$ cat config.mk
export PLATFORM = sky130hd
export DESIGN_NAME = selftest_ctrl
export DESIGN_NICKNAME = d
export VERILOG_FILES = /design/src/shared/selftest_pkg.sv /design/src/selftest_ctrl.sv
export SDC_FILE = /design/constraint.sdc
export NUM_CORES = 1
export LEC_CHECK = 0
export BUFFER_PORTS_ARGS = -buffer_cell sky130_fd_sc_hd__clkbuf_2
export CAP_MARGIN = 20
export CORE_MARGIN = 5
export CORE_UTILIZATION = 45
export DETAILED_ROUTE_END_ITERATION = 6
export GPL_ROUTABILITY_DRIVEN = 0
export PLACE_DENSITY_LB_ADDON = 0.3
export SETUP_SLACK_MARGIN = 0.02
export SLEW_MARGIN = 0
export SYNTH_ARGS = -nofsm -noshare
export SYNTH_HDL_FRONTEND = slang
export SYNTH_SLANG_ARGS = --single-unit
$ cat constraint.sdc
create_clock -name clk -period 4.02 [get_ports clk]
set_input_delay 1.206 -clock clk [delete_from_list [all_inputs] [get_ports clk]]
set_output_delay 1.206 -clock clk [all_outputs]
set_load 0.05 [all_outputs]
$ cat src/shared/selftest_pkg.sv
// Purpose: Constants, register map and state type for the self-test controller
// Assumes: 50 MHz clock, APB register access with 32-bit data
// Notes:   Switch bit n-1 holds switch n; lamp bit n-1 holds lamp n
//
// Summary of operation
// - Self-test always runs after reset, and after initialize in normal mode
// - Failed test halts forever, code kept shown
// - Failure code loaded on lamps before test
// - Halted: lamps 1,3,4,9 off, 2 on
// - Run lamp lit while running, dark halted
// - Open switch reads 1, closed reads 0
// - Normal only when switches 1-3 closed
// - Diagnostic selection fixed and runs until power-off
// - Switch 4 picks legacy or extended family
// - Switch 5 swaps drive to unit mapping
// - Switch 6 selects single or double sided
// - Switch 7 picks extended format mode
// - Switch 8 selects one or two drives
// - Normal mode lamps 5-8 show error class
// - Activity lamp: head loaded, flashes after non-density error
// - Lamp 5 is class MSB, lamp 8 LSB
// - Class updates at once, clears on init
package selftest_pkg;

  // ----------------------------------------------------------------
  // Clock and timing
  // ----------------------------------------------------------------
  localparam int CLK_HZ = 50_000_000;
  localparam int FLASH_PERIOD_MS = 1000;
  localparam int FLASH_TIMEOUT_S = 120;
  localparam int FLASH_HALF_CYC = (CLK_HZ / 1000) * FLASH_PERIOD_MS / 2;
  localparam int FLASH_LIMIT_HALVES = FLASH_TIMEOUT_S * 1000 * 2 / FLASH_PERIOD_MS;
  localparam int NUM_TESTS_DFLT = 8;

  // ----------------------------------------------------------------
  // Register map
  // ----------------------------------------------------------------
  localparam int APB_AW = 12;
  localparam logic [APB_AW-1:0] OFS_STATUS = 12'h000;
  localparam logic [APB_AW-1:0] OFS_CONFIG = 12'h004;
  localparam logic [APB_AW-1:0] OFS_EVENT = 12'h008;
  localparam logic [APB_AW-1:0] OFS_MASK = 12'h00c;
  localparam logic [APB_AW-1:0] OFS_DIAG_LAMPS = 12'h010;

  // Status fields
  localparam int ST_RUN_BIT = 0;
  localparam int ST_HALT_BIT = 1;
  localparam int ST_NORMAL_BIT = 2;
  localparam int ST_DIAG_BIT = 3;
  localparam int ST_CODE_LSB = 4;
  localparam int ST_CLASS_LSB = 8;
  localparam int ST_FLASH_LSB = 12;

  // Event fields
  localparam int EV_W = 4;
  localparam int EV_TEST_FAIL = 0;
  localparam int EV_ERROR = 1;
  localparam int EV_TEST_PASS = 2;
  localparam int EV_FLASH_TMO = 3;

  // Reset values
  localparam logic [EV_W-1:0] MASK_RST = 4'h0;
  localparam logic [7:0] DIAG_LAMPS_RST = 8'h00;
  localparam logic [8:0] LED_RST = 9'h000;

  // ----------------------------------------------------------------
  // Sequencer states
  // ----------------------------------------------------------------
  typedef enum logic [2:0] {
    ST_SAMPLE,
    ST_LOAD,
    ST_RUN,
    ST_WAIT,
    ST_SEL,
    ST_NORMAL,
    ST_DIAG,
    ST_HALT
  } state_t;

endpackage : selftest_pkg

$ cat src/selftest_ctrl.sv
// Purpose: Power-up test sequencing, lamp driving and switch decode
// Assumes: Test routines answer test_done/test_fail; inputs synchronous to clk
// Notes:   One APB wait state on every access
//
// Local design decisions: the address map and the APB slave port.
module selftest_ctrl #(
  parameter int NUM_TESTS = selftest_pkg::NUM_TESTS_DFLT,
  parameter int FLASH_HALF_CYC = selftest_pkg::FLASH_HALF_CYC,
  parameter int FLASH_LIMIT = selftest_pkg::FLASH_LIMIT_HALVES
) (
  input wire logic clk,
  input wire logic rst,
  input wire logic psel,
  input wire logic penable,
  input wire logic pwrite,
  input wire logic [selftest_pkg::APB_AW-1:0] paddr,
  input wire logic [31:0] pwdata,
  output logic [31:0] prdata,
  output logic pready,
  output logic pslverr,
  output logic irq,
  input wire logic [7:0] sw_level,
  input wire logic init_req,
  input wire logic test_done,
  input wire logic test_fail,
  output logic test_start,
  output logic [3:0] test_code,
  input wire logic err_valid,
  input wire logic [3:0] err_class,
  input wire logic err_unit,
  input wire logic err_density,
  input wire logic [1:0] head_loaded,
  output logic [1:0] activity_led,
  output logic [8:0] led,
  output logic normal_mode,
  output logic standalone_diagnostic_mode,
  output logic [7:0] diag_select,
  output logic legacy_mode,
  output logic mode3,
  output logic drive_swap,
  output logic double_sided,
  output logic two_drives
);

  // ----------------------------------------------------------------
  // Parameter check
  // ----------------------------------------------------------------
  generate
    if (NUM_TESTS < 1 || NUM_TESTS > 15 || FLASH_HALF_CYC < 1 || FLASH_LIMIT < 1 || FLASH_LIMIT > 65535) begin : g_bad
      $error("selftest_ctrl: parameter out of range");
    end
  endgenerate

  // ----------------------------------------------------------------
  // Helpers
  // ----------------------------------------------------------------
  // Lamp 5 carries the MSB, lamp 8 the LSB
  function automatic logic [3:0] lamp_field(input logic [3:0] c);
    lamp_field = {c[0], c[1], c[2], c[3]};
  endfunction : lamp_field

  // ----------------------------------------------------------------
  // Declarations
  // ----------------------------------------------------------------
  localparam int EV_W_L = selftest_pkg::EV_W;
  selftest_pkg::state_t state_r, state_nxt;
  logic [3:0] code_r, code_nxt;
  logic [7:0] sw_r;
  logic [3:0] class_r, class_nxt;
  logic [8:0] led_r, led_nxt;
  logic test_start_r;
  logic normal_r, diag_r;
  logic legacy_r, mode3_r, swap_r, dsided_r, two_r;
  logic [1:0] flash_r, flash_nxt;
  logic [31:0] cnt_r;
  logic [15:0] halves_r;
  logic phase_r;
  logic [1:0] act_r;
  logic [EV_W_L-1:0] ev_r, ev_nxt, ev_set, ev_clr;
  logic [EV_W_L-1:0] mask_r;
  logic [7:0] diag_lamps_r;
  logic [31:0] prdata_r;
  logic pready_r, pslverr_r, irq_r;

  // ----------------------------------------------------------------
  // Sequencer
  // ----------------------------------------------------------------
  wire last_test = (code_r == 4'(NUM_TESTS));
  wire err_take = (state_r == selftest_pkg::ST_NORMAL) && err_valid && !init_req;
  wire init_take = (state_r == selftest_pkg::ST_NORMAL) && init_req;
  wire normal_sel = (sw_r[2:0] == 3'h0);
  wire fail_now = (state_r == selftest_pkg::ST_WAIT) && test_done && test_fail;
  wire pass_all = (state_r == selftest_pkg::ST_WAIT) && test_done && !test_fail && last_test;

  always_comb begin
    state_nxt = state_r;
    code_nxt = code_r;
    case (state_r)
      selftest_pkg::ST_SAMPLE: begin
        state_nxt = selftest_pkg::ST_LOAD;
        code_nxt = 4'h1;
      end
      selftest_pkg::ST_LOAD: state_nxt = selftest_pkg::ST_RUN;
      selftest_pkg::ST_RUN: state_nxt = selftest_pkg::ST_WAIT;
      selftest_pkg::ST_WAIT: begin
        if (test_done) begin
          if (test_fail) begin
            state_nxt = selftest_pkg::ST_HALT;
          end else if (last_test) begin
            state_nxt = selftest_pkg::ST_SEL;
          end else begin
            state_nxt = selftest_pkg::ST_LOAD;
            code_nxt = code_r + 4'h1;
          end
        end
      end
      selftest_pkg::ST_SEL: begin
        state_nxt = normal_sel ? selftest_pkg::ST_NORMAL : selftest_pkg::ST_DIAG;
      end
      selftest_pkg::ST_NORMAL: begin
        if (init_req) begin
          state_nxt = selftest_pkg::ST_LOAD;
          code_nxt = 4'h1;
        end
      end
      selftest_pkg::ST_DIAG: state_nxt = selftest_pkg::ST_DIAG;
      selftest_pkg::ST_HALT: state_nxt = selftest_pkg::ST_HALT;
      default: state_nxt = selftest_pkg::ST_SAMPLE;
    endcase
  end

  always_ff @(posedge clk or posedge rst) begin
    if (rst) begin
      state_r <= selftest_pkg::ST_SAMPLE;
      code_r <= 4'h0;
      test_start_r <= 1'b0;
    end else begin
      state_r <= state_nxt;
      code_r <= code_nxt;
      test_start_r <= (state_r == selftest_pkg::ST_RUN);
    end
  end

  // ----------------------------------------------------------------
  // Switch capture and decode
  // ----------------------------------------------------------------
  always_ff @(posedge clk or posedge rst) begin
    if (rst) begin
      sw_r <= 8'h00;
      legacy_r <= 1'b0;
      mode3_r <= 1'b0;
      swap_r <= 1'b0;
      dsided_r <= 1'b0;
      two_r <= 1'b0;
    end else if (state_r == selftest_pkg::ST_SAMPLE) begin
      sw_r <= sw_level;
      legacy_r <= sw_level[3];
      swap_r <= sw_level[4];
      dsided_r <= sw_level[5];
      mode3_r <= sw_level[6];
      two_r <= sw_level[7];
    end
  end

  always_ff @(posedge clk or posedge rst) begin
    if (rst) begin
      normal_r <= 1'b0;
      diag_r <= 1'b0;
    end else begin
      normal_r <= (state_nxt == selftest_pkg::ST_NORMAL);
      diag_r <= (state_nxt == selftest_pkg::ST_DIAG);
    end
  end

  // ----------------------------------------------------------------
  // Error class and lamps
  // ----------------------------------------------------------------
  assign class_nxt = init_take ? 4'h0 : (err_take ? err_class : class_r);

  always_comb begin
    case (state_r)
      selftest_pkg::ST_HALT: led_nxt = {1'b0, lamp_field(code_r), 4'b0010};
      selftest_pkg::ST_NORMAL: led_nxt = {1'b1, lamp_field(class_nxt), 4'b0000};
      selftest_pkg::ST_DIAG: led_nxt = {1'b1, diag_lamps_r};
      default: led_nxt = {1'b1, lamp_field(code_r), 4'b0000};
    endcase
  end

  always_ff @(posedge clk or posedge rst) begin
    if (rst) begin
      class_r <= 4'h0;
      led_r <= selftest_pkg::LED_RST;
    end else begin
      class_r <= class_nxt;
      led_r <= led_nxt;
    end
  end

  // ----------------------------------------------------------------
  // Activity lamp flashing
  // ----------------------------------------------------------------
  wire half_tick = (cnt_r == 32'(FLASH_HALF_CYC - 1));
  wire flash_tmo = (|flash_r) && half_tick && (halves_r == 16'(FLASH_LIMIT - 1));
  wire flash_start = err_take && !err_density;
  wire err_phys = err_unit ^ swap_r;

  always_comb begin
    flash_nxt = flash_r;
    if (init_take || flash_tmo) begin
      flash_nxt = 2'b00;
    end
    if (flash_start) begin
      flash_nxt[err_phys] = 1'b1;
    end
  end

  always_ff @(posedge clk or posedge rst) begin
    if (rst) begin
      flash_r <= 2'b00;
      cnt_r <= 32'h0000_0000;
      halves_r <= 16'h0000;
      phase_r <= 1'b0;
    end else begin
      flash_r <= flash_nxt;
      cnt_r <= half_tick ? 32'h0000_0000 : cnt_r + 32'h0000_0001;
      phase_r <= half_tick ? ~phase_r : phase_r;
      if (flash_start || flash_nxt == 2'b00) begin
        halves_r <= 16'h0000;
      end else if (half_tick) begin
        halves_r <= halves_r + 16'h0001;
      end
    end
  end

  generate
    for (genvar i = 0; i < 2; i++) begin : g_act
      always_ff @(posedge clk or posedge rst) begin
        if (rst) begin
          act_r[i] <= 1'b0;
        end else begin
          act_r[i] <= flash_r[i] ? phase_r : head_loaded[i];
        end
      end
    end
  endgenerate

  // ----------------------------------------------------------------
  // APB slave
  // ----------------------------------------------------------------
  wire acc = psel && penable;
  wire fetch = acc && !pready_r;
  wire done = acc && pready_r;
  wire hit_status = (paddr == selftest_pkg::OFS_STATUS);
  wire hit_config = (paddr == selftest_pkg::OFS_CONFIG);
  wire hit_event = (paddr == selftest_pkg::OFS_EVENT);
  wire hit_mask = (paddr == selftest_pkg::OFS_MASK);
  wire hit_lamps = (paddr == selftest_pkg::OFS_DIAG_LAMPS);
  wire hit_any = hit_status | hit_config | hit_event | hit_mask | hit_lamps;
  wire wr_mask = done && pwrite && hit_mask;
  wire wr_lamps = done && pwrite && hit_lamps;

  wire [31:0] status_word = {16'h0000, 2'b00, flash_r, class_r, code_r, diag_r, normal_r,
                             (state_r == selftest_pkg::ST_HALT), (state_r != selftest_pkg::ST_HALT)};
  wire [31:0] rd_mux = hit_status ? status_word :
                       hit_config ? {24'h00_0000, sw_r} :
                       hit_event ? {28'h000_0000, ev_r} :
                       hit_mask ? {28'h000_0000, mask_r} :
                       hit_lamps ? {24'h00_0000, diag_lamps_r} : 32'h0000_0000;

  always_ff @(posedge clk or posedge rst) begin
    if (rst) begin
      pready_r <= 1'b0;
      pslverr_r <= 1'b0;
      prdata_r <= 32'h0000_0000;
    end else begin
      pready_r <= fetch;
      pslverr_r <= fetch && !hit_any;
      prdata_r <= (fetch && !pwrite) ? rd_mux : 32'h0000_0000;
    end
  end

  always_ff @(posedge clk or posedge rst) begin
    if (rst) begin
      mask_r <= selftest_pkg::MASK_RST;
      diag_lamps_r <= selftest_pkg::DIAG_LAMPS_RST;
    end else begin
      if (wr_mask) begin
        mask_r <= pwdata[EV_W_L-1:0];
      end
      if (wr_lamps) begin
        diag_lamps_r <= pwdata[7:0];
      end
    end
  end

  // ----------------------------------------------------------------
  // Events and interrupt
  // ----------------------------------------------------------------
  always_comb begin
    ev_set = '0;
    ev_set[selftest_pkg::EV_TEST_FAIL] = fail_now;
    ev_set[selftest_pkg::EV_ERROR] = err_take;
    ev_set[selftest_pkg::EV_TEST_PASS] = pass_all;
    ev_set[selftest_pkg::EV_FLASH_TMO] = flash_tmo;
  end

  // Clear only the bits reported, so an event landing mid-read is kept
  assign ev_clr = (done && !pwrite && hit_event) ? prdata_r[EV_W_L-1:0] : '0;
  assign ev_nxt = (ev_r & ~ev_clr) | ev_set;

  always_ff @(posedge clk or posedge rst) begin
    if (rst) begin
      ev_r <= '0;
      irq_r <= 1'b0;
    end else begin
      ev_r <= ev_nxt;
      irq_r <= |(ev_nxt & mask_r);
    end
  end

  // ----------------------------------------------------------------
  // Outputs
  // ----------------------------------------------------------------
  assign prdata = prdata_r;
  assign pready = pready_r;
  assign pslverr = pslverr_r;
  assign irq = irq_r;
  assign test_start = test_start_r;
  assign test_code = code_r;
  assign activity_led = act_r;
  assign led = led_r;
  assign normal_mode = normal_r;
  assign standalone_diagnostic_mode = diag_r;
  assign diag_select = sw_r;
  assign legacy_mode = legacy_r;
  assign mode3 = mode3_r;
  assign drive_swap = swap_r;
  assign double_sided = dsided_r;
  assign two_drives = two_r;
endmodule : selftest_ctrl

**Word-level counts from Yosys, hierarchy flattened**

Cells that the tools add are included.

- Word-level logic and storage cells: 131
- Bits of input ports: 69
- Register bits after elaboration: 122

- $lt $le $gt $ge: 2
- Bitwise operators: 11
- Add/subtract/negate cells: 3
- Reduce and logical (&&, ||, !) cells: 38
- Multiplexer cells: 30
- Equality and inequality tests: 21

Operator list:

| kind | count |
|---|---|
| adder 32 x 1 -> 32 bit (second input constant) | 1 |
| == test 32 x 25 -> 1 bit (second input constant) | 1 |
| 2-to-1 mux 16 bit | 2 |
| 2-to-1 mux 32 bit | 1 |
| 2-to-1 mux 8 bit | 4 |
| 2-to-1 mux 14 bit | 2 |
| 2-to-1 mux 4 bit | 7 |
| one-hot mux 9 bit (3 select lines) | 1 |
| == test 12 x 4 -> 1 bit (second input constant) | 2 |
| one-hot mux 3 bit (8 select lines) | 1 |
| logical AND 1 bit | 21 |
| == test 3 bit (second input constant) | 6 |
| adder 16 x 1 -> 16 bit (second input constant) | 1 |
| == test 16 x 8 -> 1 bit (second input constant) | 1 |
| == test 12 x 3 -> 1 bit (second input constant) | 1 |
| == test 12 x 5 -> 1 bit (second input constant) | 1 |
| zero test 12 bit | 1 |
| 2-to-1 mux 3 bit | 4 |
| one-hot mux 4 bit (3 select lines) | 1 |
| AND 4 bit | 2 |
| inequality test 2 bit (second input constant) | 4 |
| == test 3 x 2 -> 1 bit (second input constant) | 2 |
| zero test 1 bit | 6 |
| zero test 3 bit | 2 |
| 22 further kinds | 30 |

**Longest topological paths before layout**

Gate-level depths: netlist of run 1.

- Depth in word-level cells: 10
- Mapped depth: 9

**Worst setup path after synthesis of run 1**

OpenSTA, ideal clock, no wires.

- Path kind: input-to-reg
- Start point: input port paddr[0] (netlist name)
- End point: register prdata_r[0], in the netlist prdata[0]
- Buffers on the path: 0
- Path slack: 1134 ps
- Data required time: 3932 ps
- Arrival: 2798 ps
- Cell stages on the path: 5
- Path through: or4_1 -> nor4_2 -> nor3b_4 -> a22oi_1 -> nor3b_1

- Word-level cells in the longest chain between the ends: 7
- Elaborated cells on any way between the ends: 11
- Classes of those cells: eq/ne: 4; mux: 6; reduce/logical: 1

RTL lines:

| element | line | source |
|---|---|---|
| from (decl) | selftest_ctrl.sv:16 | `input wire logic [selftest_pkg::APB_AW-1:0] paddr,` |
| == test 12 x 5 -> 1 bit | selftest_ctrl.sv:257 | `wire hit_lamps = (paddr == selftest_pkg::OFS_DIAG_LAMPS);` |
| 2-to-1 mux 8 bit | selftest_ctrl.sv:268 | `hit_lamps ? {24'h00_0000, diag_lamps_r} : 32'h0000_0000;` |
| 2-to-1 mux 8 bit | selftest_ctrl.sv:267 | `hit_mask ? {28'h000_0000, mask_r} :` |
| 2-to-1 mux 8 bit | selftest_ctrl.sv:266 | `hit_event ? {28'h000_0000, ev_r} :` |
| 2-to-1 mux 8 bit | selftest_ctrl.sv:265 | `hit_config ? {24'h00_0000, sw_r} :` |
| 2-to-1 mux 14 bit (*) | selftest_ctrl.sv:264 | `wire [31:0] rd_mux = hit_status ? status_word :` |
| 2-to-1 mux 14 bit (*) | selftest_ctrl.sv:278 | `prdata_r <= (fetch && !pwrite) ? rd_mux : 32'h0000_0000;` |
| to (signal assigned) | selftest_ctrl.sv:278 |  |
| to (decl) | selftest_ctrl.sv:82 | `logic [31:0] prdata_r;` |

Mark *: on every way between the ends. The rest lies on a longest branch, timed or not.
A chain may end at the register's enable or synchronous reset.

**Worst setup path in the final report of run 1**

- Start point: register halves_r[4]
- End point: register halves_r[11]

- Word-level cells in the longest chain between the ends: 9
- Elaborated cells on any way between the ends: 12
- Classes of those cells: add/sub: 1; eq/ne: 1; mux: 4; bitwise: 1; reduce/logical: 5

RTL lines:

| element | line | source |
|---|---|---|
| from (decl) | selftest_ctrl.sv:76 | `logic [15:0] halves_r;` |
| from (signal assigned) | selftest_ctrl.sv:230 | `halves_r <= halves_r + 16'h0001;` |
| == test 16 x 8 -> 1 bit | selftest_ctrl.sv:203 | `wire flash_tmo = (\|flash_r) && half_tick && (halves_r == 16'(FLASH_LIMIT - 1));` |
| logical AND 1 bit | selftest_ctrl.sv:203 |  |
| logical OR 1 bit | selftest_ctrl.sv:209 | `if (init_take \|\| flash_tmo) begin` |
| 2-to-1 mux 2 bit | selftest_ctrl.sv:209 |  |
| OR 2 bit (no source line) | -- |  |
| 2-to-1 mux 2 bit | selftest_ctrl.sv:212 | `if (flash_start) begin` |
| zero test 2 bit | selftest_ctrl.sv:227 | `if (flash_start \|\| flash_nxt == 2'b00) begin` |
| logical OR 1 bit | selftest_ctrl.sv:227 |  |
| 2-to-1 mux 16 bit / nonzero test 2 bit (equally long branches) | -- |  |

Several ways; a longest one is shown, not always the timed one. The select of a mux whose other input is x is not followed.

==> results of run 1 <==
[worst max-delay path by stage]
stage                            startpoint                          end  depth (start not counted)
detailed placement                 paddr[0]  diag_lamps_r[5]$_DFFE_PP0P_                          5
finish              halves_r[4]$_DFFE_PP0P_     halves_r[11]$_DFFE_PP0P_                          5
global route        halves_r[4]$_DFFE_PP0P_     halves_r[10]$_DFFE_PP0P_                          5
floorplan                          paddr[0]          prdata[0]$_DFF_PP0_                          5
CTS                 halves_r[4]$_DFFE_PP0P_     halves_r[11]$_DFFE_PP0P_                          5
global placement                   paddr[0]  diag_lamps_r[5]$_DFFE_PP0P_                          5
[kinds of logic (layout without fill, tap and decap cells)]
| logic type | count (synthesis) | count (layout) | share of synthesized area [%] |
|---|---|---|---|
| other | 1 | 18 | 0.0649 |
| xor gates and xnor gates | 36 | 36 | 5.46 |
| DFF | 117 | 117 | 50.7 |
| adders and majority gates | 4 | 4 | 0.866 |
| AOI/OAI and AO/OA | 98 | 98 | 11.0 |
| and+or+nand+nor | 239 | 239 | 22.9 |
| muxes | 14 | 14 | 2.73 |
| buffers and inverters | 62 | 145 | 6.30 |
[metrics by stage]
step	instances	cell area, um^2	setup WS [ns]
detailed placement	811	6270	0.798
global placement	811	6270	0.853
global route	843	6870	0.986
finish	843	6870	1.13
CTS	843	6870	1.12
floorplan	588	5840	1.13
[cells in the final DEF (no fill, tap or decap), types with 7 or more instances in the layout]
cell type	n
dfrtp_1	117
clkbuf_2	92
nand2_1	61
nor2_1	35
o21ai_0	32
xnor2_1	25
nand3_1	22
a21oi_1	18
conb_1	18
clkbuf_16	17
inv_1	15
or3_1	14
nand4_1	14
and2_1	14
mux2_2	14
and3_1	12
xor2_1	11
a31oi_1	8
a22oi_1	8
nor4_1	8
a21oi_2	8
nor3_1	7
nor2b_1	7
[sequential cells by signal, summed over array words and instances (netlist names), 2 cells and up]
register,flops
prdata,14
mask_r,4
class_r,4
halves_r,16
state_r,3
diag_lamps_r,8
activity_led,2
test_code,4
flash_r,2
cnt_r,32
diag_select,8
led,9
ev_r,4
[power by group through the flow]
stage	registers (W)	clock network, W	logic (W)
after global placement	0.00151	0	0.00103
after global routing	0.00153	0.00162	0.00113
after CTS	0.00150	0.00157	0.00105
final	0.00150	0.00154	0.00104
after floorplan	0.00175	0	0.000623
after detailed placement	0.00152	0	0.00104
[cell type report]
type / instances / area [um^2]
clock inverters: 15 / 181
flip-flops and latches: 117 / 2930
well taps: 172 / 215
clock buffers: 17 / 425
fillers: 1118 / 5750
repair buffers: 97 / 510
inverters: 16 / 63.8
multi-input cells: 409 / 2550
[per-layer routing]
metal	vias to the layer above	global-route usage (%)	part of all wire, %
li1	2165	-	-
met1	2234	24.4	44
met2	142	28.2	47
met3	22	5.49	6.2
met4	0	7.47	2.0
met5	-	0	0
==> metrics.txt, run 1 <==
routed length per instance=about 16 um; unrepaired setup endpoints after global routing=no; total number of placement rows=between 40 and 50; combined area of all synthesized cells=~5800 um^2; maximum number of pins on one net before global-route repair=57; dominant cell type by area after synthesis=dfrtp_1; fin nets=approximately 730; number of antenna violations at the first check in global routing=0; detailed-placement wirelength estimate=~9600 um; worst r2r dst=halves_r[11]$_DFFE_PP0P_; leakage power summed over all cells=3.21 nW; number of enable flip-flop cells after synthesis=0; cells taking the most area after synthesis=dfrtp_1 (51%), nand2_1 (4.0%), xnor2_1 (3.8%); vias in the first global route=about 4500; number of iterations in the first detailed-routing pass=6; CP Cell Sequence=or4_1 > or4_4 > nor4_4 > or4_1 > a21oi_1; per-cell via count in the routed design=between 5 and 6; Pint=approximately 0.0025 W; max cap viols=0; buffers from clock root to sink, at most=2; total global routing track utilization=between 10% and 20%; synthesis-stage register bit count=between 100 and 150; Sinks on Clock Net=about 120; area growth from synthesis to layout=19.0%; count of cells along the worst register-to-register path=5; clock edge transition at the registers on the reported setup and hold paths=approximately 0.06 ns; slowest cell on the critical path=or4_1; result of the run=finished, final reports clean; fraction of synthesized cell area taken by the top area cell type=roughly 50%; clock tree from TritonCTS=yes; most numerous cell on the critical path=or4_1; hold wc startpoint=cnt_r[4]$_DFF_PP0_; CTS Hold Bufs=0; worst vdd rail ir drop=between 300 and 400 uV; warning count from the yosys run=0; die span in x=~120 um; crit-path leading delay family=simple AND/OR/NAND/NOR gates; required time of the worst setup path=roughly 4.3 ns; Max Transition Viols Final=0; switching share of power=between 30% and 40%; Comb power frac=roughly a quarter; share of the core filled with cells=54.5%; Synth cell types=57; sequential-to-total area share from yosys stat=between 50% and 60%; Power, Total=approximately 0.0041 W; critical path's largest stage delay=~0.74 ns; Synth top cells by count=dfrtp_1 (117), nand2_1 (61), nor2_1 (35), o21ai_0 (32), xnor2_1 (25); number of cells on the worst hold path=1; highest attainable clock frequency=around 350 MHz; count of port buffers added during placement=just over 90; residual overflow from global routing=0; final-report setup violation count=0; per-instance average area after synthesis=10.1 um^2; WS Path Type=flip-flop to flip-flop; first-pass GRT wire length=about 22000 um; type of destination of the critical path=flip-flop; dominant cell by count in the synthesized netlist=dfrtp_1; worst slew margin relative to its limit=between 30% and 40%; initial drt markers=~330; Primary FF master, synth=dfrtp_1; Clock Root Buffer=clkbuf_16; count of nets left with antenna violations after detail routing=0; starting density of the core=a little under half; Worst setup SP type=flip-flop; number of post-CTS setup repair buffers=0; clock share of power=a little under two fifths; highest net fanout along the worst path=16; number of CTS-inserted buffers=17; slew at the pin closest to its max-slew limit=1.03 ns; switching power summed over all nets=around 0.0015 W; clock skew=approximately 0.0082 ns; Die Outline Area=approximately 15000 um^2; register-to-register setup slack=roughly 1.1 ns; RR Startpoint=halves_r[4]$_DFFE_PP0P_; Min Clock Period, post-route=2.89 ns; Via Count=4563; fraction of final layout cells with drive strength greater than 1=between 20% and 30%; Synth Instances=571; H-Tree Depth=4; total length of routed wires=13200 um; vertical die dimension=between 100 and 150 um; fraction of synthesis flops using an asynchronous set or reset pin=between 90% and 100%; final period utilization=a little under three quarters; number of hold-slack violations in the final timing report=0; I/O pin count=135; Power Dens Cells=around 590 nW/um^2; worst hold-check path type=flip-flop to flip-flop; post_cts resized=0; number of diodes=0; Std-Cell Core Area=about 13000 um^2; Endpoint, Worst Hold=cnt_r[4]$_DFF_PP0_; final hold slack=0.472 ns; clock latency of the later-clocked register in the worst-skew pair=just over 0.4 ns; data arrival time of the worst path=roughly 3.1 ns; DRC viols=0; Final TNS setup=0 ns; fraction of power consumed by sequential logic=a little under two fifths; critical path buffer and inverter count=0
Power figures use the tool's default switching activity.
==> run 2: changes to the inputs <==
==> constraint.sdc (replaced) <==
create_clock -name clk -period 2.5 [get_ports clk]
set_input_delay 0.75 -clock clk [delete_from_list [all_inputs] [get_ports clk]]
set_output_delay 0.75 -clock clk [all_outputs]
set_load 0.05 [all_outputs]
==> run 2 against run 1 <==
Compared with the run above: first-iteration DRC count down 7.9%; power increased by 66%; flip-flop and latch count unchanged; wire length increased by 3.3%; setup slack worse by 0.95 ns; critical path type unchanged; via count increased by 0.83%; largest cell class unchanged; core utilization increased by 1.8 points; maximum frequency increased by 25%; critical path depth increased by 2; register-to-register slack got worse by 0.95 ns.
==> metrics.txt, run 2 (synthesis gave the netlist of run 1 again) <==
result of the run=finished, final reports clean; WS Path Type=flip-flop to flip-flop; maximum number of pins on one net before global-route repair=48; CTS Hold Bufs=0; placed insts=around 830; Power, Total=between 0.006 and 0.007 W; Worst Slack Setup Final=~0.18 ns; number of hold-slack violations in the final timing report=0; highest net fanout along the worst path=16; Min Clock Period, post-route=roughly 2.3 ns; number of CTS-inserted buffers=17; area taken by multi-input logic gates=2550 um^2; final period utilization=around 90%; detailed-placement wirelength estimate=roughly 10000 um; most frequent standard cell in the layout excluding fill and tap cells=dfrtp_1; Sinks on Clock Net=around 120; data arrival time of the worst path=~2.7 ns; Worst setup SP type=flip-flop; number of iterations in the first detailed-routing pass=5; Std-Cell Core Area=approximately 13000 um^2; first-pass GRT wire length=approximately 22000 um; slew at the pin closest to its max-slew limit=0.627 ns; fraction of final layout cells with drive strength greater than 1=27.4%; max cap viols=0; post_cts resized=0; total global routing track utilization=19.0%; Via Count=4601; count of nets left with antenna violations after detail routing=0; required time of the worst setup path=2.84 ns; buffers from clock root to sink, at most=2; total length of routed wires=13600 um; unrepaired setup endpoints after global routing=no; share of the core filled with cells=~56%; DRC viols=0; leakage power summed over all cells=approximately 3.4 nW; post-placement setup slack=-0.119 ns; count of port buffers added during placement=between 90 and 100; FF+latch area=between 2000 and 3000 um^2; die span in x=between 100 and 150 um; initial drt markers=302; total number of placement rows=between 40 and 50; final std cells w/o fill=865; routed length per instance=between 15 and 20 um; Reg with most FFs=cnt_r; number of antenna violations at the first check in global routing=0; type of destination of the critical path=flip-flop; highest-count cells in the layout ignoring fill and taps=dfrtp_1 (117), clkbuf_2 (92), nand2_1 (61); Largest register FFs=32; number of filler cells placed in the layout=about 1100; number of post-CTS setup repair buffers=0; residual overflow from global routing=0; clock tree from TritonCTS=yes; clock edge transition at the registers on the reported setup and hold paths=roughly 0.05 ns; I/O pin count=between 100 and 150; highest attainable clock frequency=432 MHz; Max Transition Viols Final=0; number of diodes=0; clock skew=just under 0.009 ns; area growth from synthesis to layout=23.0%; vertical die dimension=between 100 and 150 um; worst vdd rail ir drop=638 uV; worst slew margin relative to its limit=roughly 58%; per-cell via count in the routed design=5.32; Clock Root Buffer=clkbuf_16; worst hold-check path type=primary input to async pin; starting density of the core=45.8%; fin nets=~750; Die Outline Area=approximately 15000 um^2; clock latency of the later-clocked register in the worst-skew pair=0.42 ns; final-report setup violation count=0; vias in the first global route=approximately 4600; Power Dens Cells=953 nW/um^2; H-Tree Depth=4
[run 2: per-layer routing]
metal / part of all wire [%] / global-route usage [%] / vias to the layer above
met5: 0 / 0 / -
met4: 1.5 / 7.06 / 0
met3: 6.2 / 4.76 / 17
met2: 47 / 29.7 / 168
met1: 45 / 25.6 / 2215
li1: - / - / 2201
[run 2: where the power goes]
part	internal, W	switching (W)	total (W)
clock	0.00178	0.000830	0.00261
combinational	0.000476	0.00134	0.00182
sequential	0.00211	0.000241	0.00235
total	0.00436	0.00241	0.00677
[run 2: metrics by stage]
step                instance area, um^2  hold slack, ns  setup TNS (ns)
floorplan                          5840           0.439               0
global placement                   6460           0.456         -0.0966
detailed placement                 6460           0.466          -0.644
CTS                                7110           0.372               0
global route                       7110           0.417               0
finish                             7110           0.369               0
[run 2: layout make-up]
cell class / instances / area share, %
Clock buffer: 25 / 7.54
Tap cell: 172 / 3.03
Inverter: 16 / 0.898
Sequential cell: 117 / 41.2
Clock inverter: 7 / 1.60
Multi-Input combinational cell: 409 / 35.9
Timing Repair Buffer: 119 / 9.86
[run 2: path summary, 6_finish.rpt]
kind	start	endpoint	slack [ns]	depth (start not counted)
hold / removal	rst	halves_r[11]$_DFFE_PP0P_	0.37	2
setup reg to reg	cnt_r[0]$_DFF_PP0_	halves_r[12]$_DFFE_PP0P_	0.18	7
max in group asynchronous	rst	test_code[2]$_DFFE_PP0P_	1.50	3
setup / recovery	cnt_r[0]$_DFF_PP0_	halves_r[12]$_DFFE_PP0P_	0.18	7
min in group clk	cnt_r[31]$_DFF_PP0_	cnt_r[31]$_DFF_PP0_	0.47	1
hold reg to reg	cnt_r[31]$_DFF_PP0_	cnt_r[31]$_DFF_PP0_	0.47	1
[run 2: worst max-delay path: stages (launching register included)]
cell,delay (ns)
dfrtp_1,0.41
ha_1,0.22
and2_2,0.20
nand4_1,0.23
nand3b_1,0.38
buf_4,0.27
or3_1,0.35
a21oi_1,0.17
